### src/rtl/pfi_cfg.svh
// Purpose: offsets, field positions, reset values for the fault event block
// Assumes: apb byte addressing, index times four
// Notes:   definitions only
`ifndef PFI_CFG_SVH
`define PFI_CFG_SVH
// register indices as printed
`define PFI_IDX_OV_WARN_CFG   8'h10
`define PFI_IDX_RST_MASK      8'h11
`define PFI_IDX_EVT_FLAGS     8'h12
`define PFI_IDX_EVT_MASK      8'h13
// byte addresses
`define PFI_ADDR_OV_WARN_CFG  12'h040
`define PFI_ADDR_RST_MASK     12'h044
`define PFI_ADDR_EVT_FLAGS    12'h048
`define PFI_ADDR_EVT_MASK     12'h04C
// field positions
`define PFI_OV_SEL_BIT        7
`define PFI_EVT_LSB           2
`define PFI_EVT_MSB           7
// reset values
`define PFI_RST_OV_WARN_CFG   8'h00
`define PFI_RST_RST_MASK      8'h00
`define PFI_RST_EVT_FLAGS     8'h00
`define PFI_RST_EVT_MASK      8'h00
`endif

### src/rtl/pfi_pkg.sv
// Purpose: shared types for the fault event block
// Assumes: nothing
// Notes:   offsets live in pfi_cfg.svh
package pfi_pkg;
  typedef logic [7:0] pfi_byte_t;
  typedef logic [5:0] pfi_evt_t;
  typedef enum logic [0:0] {PFI_OV_LVL_LOW, PFI_OV_LVL_HIGH} pfi_ov_lvl_t;
endpackage

### src/rtl/pfi_evt_flag.sv
// Purpose: one sticky write-one-to-clear event flag
// Assumes: condition level synchronous to pclk
// Notes:   set wins over clear; clear only once the condition is gone
`timescale 1ns/100ps
module pfi_evt_flag
  import pfi_pkg::*;
(
  // clock and reset
  input  wire logic pclk,
  input  wire logic presetn,
  // event
  input  wire logic cond,
  input  wire logic clr,
  output logic      flag
);
  logic flag_ff;
  logic nxt_flag;

  always_comb begin
    nxt_flag = flag_ff;
    if (clr && !cond)
      nxt_flag = 1'b0;
    if (cond)
      nxt_flag = 1'b1;
  end

  always_ff @(posedge pclk or negedge presetn) begin
    if (!presetn)
      flag_ff <= 1'b0;
    else
      flag_ff <= nxt_flag;
  end

  assign flag = flag_ff;
endmodule

### src/rtl/pfi_reset_gate.sv
// Purpose: combine unmasked protective fault requests into reset request
// Assumes: fault levels synchronous to pclk
// Notes:   registered so the reset pin comes from a flip-flop
`timescale 1ns/100ps
module pfi_reset_gate
  import pfi_pkg::*;
(
  // clock and reset
  input  wire logic      pclk,
  input  wire logic      presetn,
  // faults and mask
  input  wire pfi_byte_t fault,
  input  wire pfi_byte_t block,
  output logic           rst_req
);
  logic rst_req_ff;

  always_ff @(posedge pclk or negedge presetn) begin
    if (!presetn)
      rst_req_ff <= 1'b0;
    else
      rst_req_ff <= |(fault & ~block);
  end

  assign rst_req = rst_req_ff;
endmodule

### src/rtl/pfi_fault_irq.sv
// Purpose: fault event flags, interrupt and reset masking with apb slave
// Assumes: event and fault inputs are synchronous levels
// Notes:   unmapped addresses read zero with pslverr
`timescale 1ns/100ps
`include "pfi_cfg.svh"

// Summary of operation
// - ov_warning_threshold_cfg bit 7 selects the upper warning level, 0 low, 1 high
// - eight reset block bits; a 1 keeps that fault from pulling reset
// - reset blocking only gates the reset request; fault inputs record no flag
// - six event flags sit in bits 7 to 2 and read 1 after the event
// - writing 1 clears a flag only when its condition is gone; 0 does nothing
// - each event has an interrupt mask bit at the same position
// - interrupt masking never stops a flag being set and held
module pfi_fault_irq
  import pfi_pkg::*;
(
  // apb
  input  wire logic        pclk,
  input  wire logic        presetn,
  input  wire logic        psel,
  input  wire logic        penable,
  input  wire logic        pwrite,
  input  wire logic [11:0] paddr,
  input  wire logic [31:0] pwdata,
  input  wire logic [3:0]  pstrb,
  output logic      [31:0] prdata,
  output logic             pready,
  output logic             pslverr,
  // event conditions: 5 monitor low,4 warning low,3 upper warning,2 ov,1 ot,0 out fault
  input  wire pfi_evt_t    event_cond,
  // protective faults: b1,b2,b3,b4,l1,l2,input ov,ot
  input  wire pfi_byte_t   fault_cond,
  // outputs
  output logic             upper_ov_warn_level_select,
  output logic             interrupt_out_n,
  output logic             system_reset_out_n
);
  pfi_byte_t   ov_cfg_ff;
  pfi_byte_t   rst_mask_ff;
  pfi_byte_t   evt_mask_ff;
  logic [31:0] prdata_ff;
  logic        pslverr_ff;
  logic        irq_n_ff;
  logic        ov_sel_ff;
  pfi_evt_t    evt_flag;
  pfi_evt_t    evt_clr;
  logic        rst_req;
  logic        wr_en;
  logic        ok;
  pfi_byte_t   nxt_rdata;

  function automatic logic addr_hit(input logic [11:0] a);
    addr_hit = (a == `PFI_ADDR_OV_WARN_CFG) || (a == `PFI_ADDR_RST_MASK) ||
               (a == `PFI_ADDR_EVT_FLAGS) || (a == `PFI_ADDR_EVT_MASK);
  endfunction

  // zero wait state slave
  assign wr_en = psel && penable && pwrite && pstrb[0];
  assign ok    = addr_hit(paddr);

  always_ff @(posedge pclk or negedge presetn) begin
    if (!presetn)
      ov_cfg_ff <= `PFI_RST_OV_WARN_CFG;
    else if (wr_en && paddr == `PFI_ADDR_OV_WARN_CFG)
      ov_cfg_ff <= pwdata[7:0];
  end

  always_ff @(posedge pclk or negedge presetn) begin
    if (!presetn)
      rst_mask_ff <= `PFI_RST_RST_MASK;
    else if (wr_en && paddr == `PFI_ADDR_RST_MASK)
      rst_mask_ff <= pwdata[7:0];
  end

  always_ff @(posedge pclk or negedge presetn) begin
    if (!presetn)
      evt_mask_ff <= `PFI_RST_EVT_MASK;
    else if (wr_en && paddr == `PFI_ADDR_EVT_MASK)
      evt_mask_ff <= {pwdata[`PFI_EVT_MSB:`PFI_EVT_LSB], 2'b00};
  end

  // flags set regardless of either mask
  assign evt_clr = (wr_en && paddr == `PFI_ADDR_EVT_FLAGS) ? pwdata[`PFI_EVT_MSB:`PFI_EVT_LSB] : 6'h00;

  genvar gi;
  generate
    for (gi = 0; gi < 6; gi++) begin : g_flag
      pfi_evt_flag u_flag (
        .pclk    (pclk),
        .presetn (presetn),
        .cond    (event_cond[gi]),
        .clr     (evt_clr[gi]),
        .flag    (evt_flag[gi])
      );
    end
  endgenerate

  always_ff @(posedge pclk or negedge presetn) begin
    if (!presetn)
      irq_n_ff <= 1'b1;
    else
      irq_n_ff <= ~|(evt_flag & ~evt_mask_ff[`PFI_EVT_MSB:`PFI_EVT_LSB]);
  end

  always_ff @(posedge pclk or negedge presetn) begin
    if (!presetn)
      ov_sel_ff <= 1'b0;
    else
      ov_sel_ff <= ov_cfg_ff[`PFI_OV_SEL_BIT];
  end

  pfi_reset_gate u_rst (
    .pclk    (pclk),
    .presetn (presetn),
    .fault   (fault_cond),
    .block   (rst_mask_ff),
    .rst_req (rst_req)
  );

  always_comb begin
    nxt_rdata = 8'h00;
    unique case (paddr)
      `PFI_ADDR_OV_WARN_CFG: nxt_rdata = ov_cfg_ff;
      `PFI_ADDR_RST_MASK:    nxt_rdata = rst_mask_ff;
      `PFI_ADDR_EVT_FLAGS:   nxt_rdata = {evt_flag, 2'b00};
      `PFI_ADDR_EVT_MASK:    nxt_rdata = evt_mask_ff;
      default:               nxt_rdata = 8'h00;
    endcase
  end

  // read data registered at setup so it stands in access phase
  always_ff @(posedge pclk or negedge presetn) begin
    if (!presetn)
      prdata_ff <= 32'h0000_0000;
    else if (psel && !penable && !pwrite)
      prdata_ff <= {24'h00_0000, nxt_rdata};
  end

  always_ff @(posedge pclk or negedge presetn) begin
    if (!presetn)
      pslverr_ff <= 1'b0;
    else if (psel && !penable)
      pslverr_ff <= !ok;
  end

  assign prdata                     = prdata_ff;
  assign pready                     = 1'b1;
  assign pslverr                    = pslverr_ff;
  assign interrupt_out_n            = irq_n_ff;
  assign system_reset_out_n         = ~rst_req;
  assign upper_ov_warn_level_select = ov_sel_ff;
endmodule

### config.mk
export PLATFORM = sky130hd
export DESIGN_NAME = pfi_fault_irq
export DESIGN_NICKNAME = d
export VERILOG_FILES = /design/src/rtl/pfi_pkg.sv /design/src/rtl/pfi_evt_flag.sv /design/src/rtl/pfi_reset_gate.sv /design/src/rtl/pfi_fault_irq.sv
export VERILOG_INCLUDE_DIRS = /design/src /design/src/rtl
export SDC_FILE = /design/constraint.sdc
export NUM_CORES = 1
export LEC_CHECK = 0
export BUFFER_PORTS_ARGS = -buffer_cell sky130_fd_sc_hd__buf_2
export CORE_AREA = 2 2 54 95
export CTS_CLUSTER_SIZE = 28
export DETAILED_ROUTE_END_ITERATION = 12
export DIE_AREA = 0 0 56 97
export PLACE_DENSITY = 0.78
export SYNTH_ARGS = -nofsm -noshare
export SYNTH_HDL_FRONTEND = slang
export SYNTH_SLANG_ARGS = --single-unit
### constraint.sdc
create_clock -name pclk -period 1.54 [get_ports pclk]
set_input_delay 0.308 -clock pclk [delete_from_list [all_inputs] [get_ports pclk]]
set_output_delay 0.308 -clock pclk [all_outputs]
set_load 0.01 [all_outputs]
# Word-level counts from Yosys, hierarchy flattened
# Index checks and enable logic that the tools add are counted.
word_totals:
  register_bits: 40
  inputBits: 67
  output_inout_bits: 37
  word_cells: 73
op_classes:
  eq_ne: 4
  muxes: 14
  bitwise: 5
  n_reduce_logical: 36
op_table:
  columns: ["op", "n"]
  rows:
  - ["equality test 12 x 7 -> 1 bit, second input constant", 4]
  - ["case mux 8 bit (4 select lines)", 1]
  - ["logical AND 1 bit", 15]
  - ["2-to-1 mux 1 bit", 12]
  - ["nonzero test 2 bit", 6]
  - ["zero test 1 bit", 10]
  - ["AND 8 bit", 1]
  - ["NOT 8 bit", 1]
  - ["OR reduction 8 bit", 1]
  - ["AND 6 bit", 1]
  - ["2-to-1 mux 6 bit", 1]
  - ["NOT 6 bit", 1]
  - ["OR reduction 6 bit", 1]
  - ["logical OR 1 bit", 3]
  - ["NOT 1 bit", 1]

# Logic depth before layout (Yosys ltp)
depth:
  word_depth: 8
  mapped_depth: 4
  ltp_nobuf: 3

# Modules after synthesis
# Synthesis repeated with hierarchy kept, for this count alone.
hier_totals:
  hier_cells: 173
  area_unflattened_um2: 2138.3
modules_own_cells:
  columns: ["module", "instances", "cells_per_inst", "area_each_um2", "seq_area_each_um2"]
  rows:
  - ["pfi_fault_irq", 1, 141, 1833.0, 827.0]
  - ["pfi_evt_flag", 6, 3, 36.3, 25.0]
  - ["pfi_reset_gate", 1, 14, 87.6, 25.0]

# Worst setup path after synthesis
# OpenSTA, ideal clock, no wires.
synth_path:
  kind: "in2reg"
  startpoint: "input port paddr[5]"
  endpoint: "register ov_cfg_ff[0]"
  setup_ps: 125
  arrival_ps: 1848
  required_ps: 1415
  path_slack_ps: -433
  cell_stages: 4
  path_buffers: 1
  cell_sequence: "or4b_1 -> buf_2 -> nor4_4 -> mux2_2"
synth_between:
  elab_chain_cells: 2
synth_rtl:
  columns: ["item", "line", "text"]
  rows:
  - ["start: declaration", "pfi_fault_irq.sv:24", "input wire logic [11:0] paddr,"]
  - ["equality test 12 x 7 -> 1 bit (no source line)", null, null]
  - ["logical AND 1 bit (no source line)", null, null]
  - ["end signal: assignment", "pfi_fault_irq.sv:64", "ov_cfg_ff <= `PFI_RST_OV_WARN_CFG;"]
  - ["end signal: assignment", "pfi_fault_irq.sv:66", "ov_cfg_ff <= pwdata[7:0];"]
  - ["end: declaration", "pfi_fault_irq.sv:39", "pfi_byte_t ov_cfg_ff;"]
# No other way between the ends.
# A chain may end at the register's enable or synchronous reset.

# Worst setup path after layout
layout_path:
  startpoint: "input port paddr[0]"
  endpoint: "register rst_mask_ff[3]"
layout_between:
  elab_chain_cells: 2
layout_rtl:
  columns: ["item", "line", "text"]
  rows:
  - ["equality test 12 x 7 -> 1 bit (no source line)", null, null]
  - ["logical AND 1 bit (no source line)", null, null]
  - ["end signal: assignment", "pfi_fault_irq.sv:71", "rst_mask_ff <= `PFI_RST_RST_MASK;"]
  - ["end signal: assignment", "pfi_fault_irq.sv:73", "rst_mask_ff <= pwdata[7:0];"]
  - ["end: declaration", "pfi_fault_irq.sv:40", "pfi_byte_t rst_mask_ff;"]
# No other way between the ends.

==> impl_summary.txt <==
----------------------------------------------------
[STA]
  Post-Route Skew ... 6.74 ps
  Number of hold violations in the final report ... 13
  Final number of setup-violating endpoints ... 30
  Post-route fraction of the period consumed by the critical path ... 1.07
  Hold Worst Slack ... -14.7 ps
  Unrepaired setup endpoints after global routing ... yes
  Worst Tran Pin Value ... 534 ps
  Final critical-path required period ... 1650 ps
  Maximum frequency from static timing analysis ... 0.607 GHz
  Slew Viols, Final ... 0
  PnR worst setup slack ... -109 ps
  Max-slew headroom ... 0.644

[Final layout]
  Share of post-route cells with drive strength above 1 ... 0.490
  Number of cells in the finished layout apart from fillers ... 291
  Most frequent cells in the layout ... 48 x buf_2, 39 x dfrtp_1, 25 x conb_1
  Commonest non-fill, non-tap cell in the layout ... buf_2
  Layout overhead on the synthesized area ... 26.7%
  Fraction of the core area covered by cells at the end of the flow ... 0.572
  Number of inserted diodes ... 0
  Nets ... 305

[Critical path]
  Longest individual stage delay on the worst path ... 590 ps
  Critical-path cell list ... buf_6 -> or4_4 -> nor4_4 -> buf_6 -> mux2_2
  Type of the worst setup path ... input port to register
  Number of buffer and inverter stages on the critical path ... 2
  Critical Path Start ... paddr[0]
  Number of stages on the worst setup path ... 5
  Reg-to-reg critical path startpoint ... evt_mask_ff[5]
  Critical-path cell with the highest stage delay ... or4_4
  Worst reg-to-reg setup slack ... 340 ps
  Crit. End Element ... register
  FF-to-FF path depth ... 2
  Most used cell, CP ... buf_6
  Sort of element at the start of the critical path ... input port
  Largest driver fanout on the critical path ... 8
  Endpoint required time on the critical path ... 1720 ps
  Worst Path Arrival ... 1830 ps
  Cell family with the largest share of critical-path delay ... simple AND/OR/NAND/NOR gates

[Die]
  Starting utilization of the core area ... 0.451
  Die height ... 97 um
  Total number of placement rows ... 33
  Horizontal die dimension ... 56 um
  I/O pin total ... 104
  Core area ... 4620 um2
  Total Die Area ... 5430 um2

[Power and ir drop]
  Register share of total power ... 0.506
  Pwr per Cell Area ... 785 nW/um2
  Part of the total power dissipated in the clock network ... 0.398
  Internal Power ... 1.62 mW
  Switching part of the total power ... 0.222
  Logic pwr share ... 0.096
  Worst IR drop on VDD ... 0.736 mV
  Switching Power ... 0.460 mW
  Static leakage ... 1.41 nW

[Placement]
  Number of buffers added on ports ... 51
  HPWL Detailed ... 3380 um
  Setup WS pre-CTS ... -449 ps
  Final Wtd Congestion ... 0.777
  Placed Cells ... 283

[Detailed routing]
  Drt via density ... 4.96
  Routed Wire Length ... 4290 um
  DR WL/cell ... 14.7 um
  Remaining number of nets flagged by the antenna check after routing ... 0
  Via total after detailed routing ... 1443
  TritonRoute pass-1 iters ... 4
  DRT iter0 DRCs ... 20
  DRC violations left ... 0

[Clocking]
  Number of sinks handled by clock tree synthesis ... 40
  Buffer levels on the longest clock path ... 2
  Hold buffers post-CTS ... 0
  Post-CTS setup-driven buffer insertion count ... 0
  Clock Pin Slew Worst Setup and Hold Paths ... 80 ps
  Inserted Clock Buffers ... 5
  Clock root buffer master ... clkbuf_8
  Worst skew pair latency ... 290 ps
  Htree depth ... 2
  CTS tree ... built

[Synth]
  Number of library cell types mapped by synthesis ... 31
  Synth warn ... 0
  Synth Instances ... 171
  Synthesized-area fraction occupied by adder cells ... 0
  Post-synthesis compound-gate area fraction ... 0.0725
  Synthesized-area fraction occupied by and/or/nand/nor cells ... 0.103
  Netlist Area Pre-Place ... 2090 um2
  Dominant combinational cell family by area after synthesis ... multiplexers
  Multiplexer share of the synthesized area ... 0.198
  Flip-flop and latch count after synthesis ... 40
  Per-instance average area after synthesis ... 12.2 um2
  Post-synthesis xor/xnor area fraction ... 0
  Sequential share of the synthesized area ... 0.480

[Status]
  Violated checks ... negative hold slack, negative setup slack
  Outcome ... finished, violations left

[GRT]
  Total gr overflow ... 0
  Total routing usage reported by global routing ... 0.174
  First-pass GRT wire length ... 7360 um
  Maximum number of pins on one net before global-route repair ... 26
  Number of global-route vias before repair ... 1550
  Number of antenna violations at the first check in global routing ... 0

[Job]
  Maximum capacitance violations ... 0

[Worst hold path]
  Min-delay worst type ... input port to asynchronous set/reset pin

----------------------------------------------------
[worst register-to-register path, cell delays in order, from the launching register on]
cell	delay, ps
dfrtp_1	400
mux4_2	480
a22o_1	210
[registers in the layout (all words and copies together) (netlist names)]
signal / count
ov_cfg_ff: 8
upper_ov_warn_level_select: 1
prdata: 8
interrupt_out_n: 1
g_flag.u_flag.flag: 6
u_rst.rst_req: 1
pslverr: 1
rst_mask_ff: 8
evt_mask_ff: 6
[through the flow]
step / total power, mW / TNS [ps] / hold WS (ps) / area, um2
after global placement: 1.26 / -12850 / 315 / 2450
final: 2.08 / -1900 / -14.7 / 2650
after global routing: 2.16 / -2880 / 23.4 / 2650
after detailed placement: 1.26 / -13630 / 323 / 2450
after CTS: 2.10 / -1870 / 3.18 / 2640
after floorplan: 1.21 / -11940 / 12.4 / 2240
[path summary, 6_finish.rpt]
path	endpoint
setup / recovery	rst_mask_ff[3]
hold / removal	prdata[3]
setup reg to reg	prdata[5]
hold reg to reg	upper_ov_warn_level_select
max in group asynchronous	evt_mask_ff[4]
min in group pclk	g_flag[2].u_flag.flag
[power by group through the flow]
| stage | Combinational, mW | Sequential [mW] | Clock, mW |
|---|---|---|---|
| 4_1_cts | 0.200 | 1.05 | 0.845 |
| 3_5_place_dp | 0.194 | 1.07 | 0 |
| 6_report | 0.199 | 1.05 | 0.827 |
| 5_1_grt | 0.221 | 1.05 | 0.886 |
| 3_3_place_gp | 0.191 | 1.07 | 0 |
| 2_1_floorplan | 0.140 | 1.07 | 0 |
[synthesized netlist by cell type]
cell | n | area [um2]
dfrtp_1 | 39 | 976
buf_4 | 25 | 188
mux2_2 | 22 | 248
inv_1 | 21 | 78.8
o22ai_1 | 7 | 43.8
a22o_1 | 6 | 52.6
a31oi_1 | 6 | 37.5
mux4_2 | 6 | 135
nor2_1 | 6 | 22.5
buf_2 | 3 | 15.0
nor4_4 | 3 | 63.8
or4_1 | 3 | 22.5
conb_1 | 2 | 7.51
mux2i_1 | 2 | 20.0
nand2_1 | 2 | 7.51
o41ai_1 | 2 | 17.5
or4b_2 | 2 | 20.0
buf_6 | 1 | 11.3
clkbuf_1 | 1 | 3.75
dfstp_2 | 1 | 26.3
mux2_1 | 1 | 11.3
nand4_1 | 1 | 6.26
nor2b_1 | 1 | 6.26
nor3_1 | 1 | 5.00
nor4_1 | 1 | 6.26
nor4_2 | 1 | 12.5
or2_2 | 1 | 6.26
or3_1 | 1 | 6.26
or3b_2 | 1 | 8.76
or4b_1 | 1 | 10.0
or4bb_1 | 1 | 11.3
[per-layer routing]
layer  up-vias  track usage  wire [um]
met3         5       0.0455        227
met5         -            0          0
met1       704        0.201       1640
li1        686            -          -
met4         0       0.0476         49
met2        48        0.310       2370
[cell type report]
class | count | area (um2)
sequential | 40 | 1000
tap | 52 | 65.1
fill | 398 | 1980
clock buffer | 6 | 72.6
clock inverter | 2 | 35.0
timing repair buffer | 67 | 414
inverter | 21 | 78.8
multi-input combinational | 103 | 977
[cells by family (layout without fill, tap and decap cells)]
group	after synthesis	in the layout
buf+inv	51	96
flops	40	40
mux	31	31
simple gates	26	26
compound gates	21	21
other cells	2	25
[what timing repair did]
item	in CTS	in global routing
resized for setup	17	2
setup endpoints to repair	31	30
pin swaps	1	1
(Power assumes the default switching activity.)
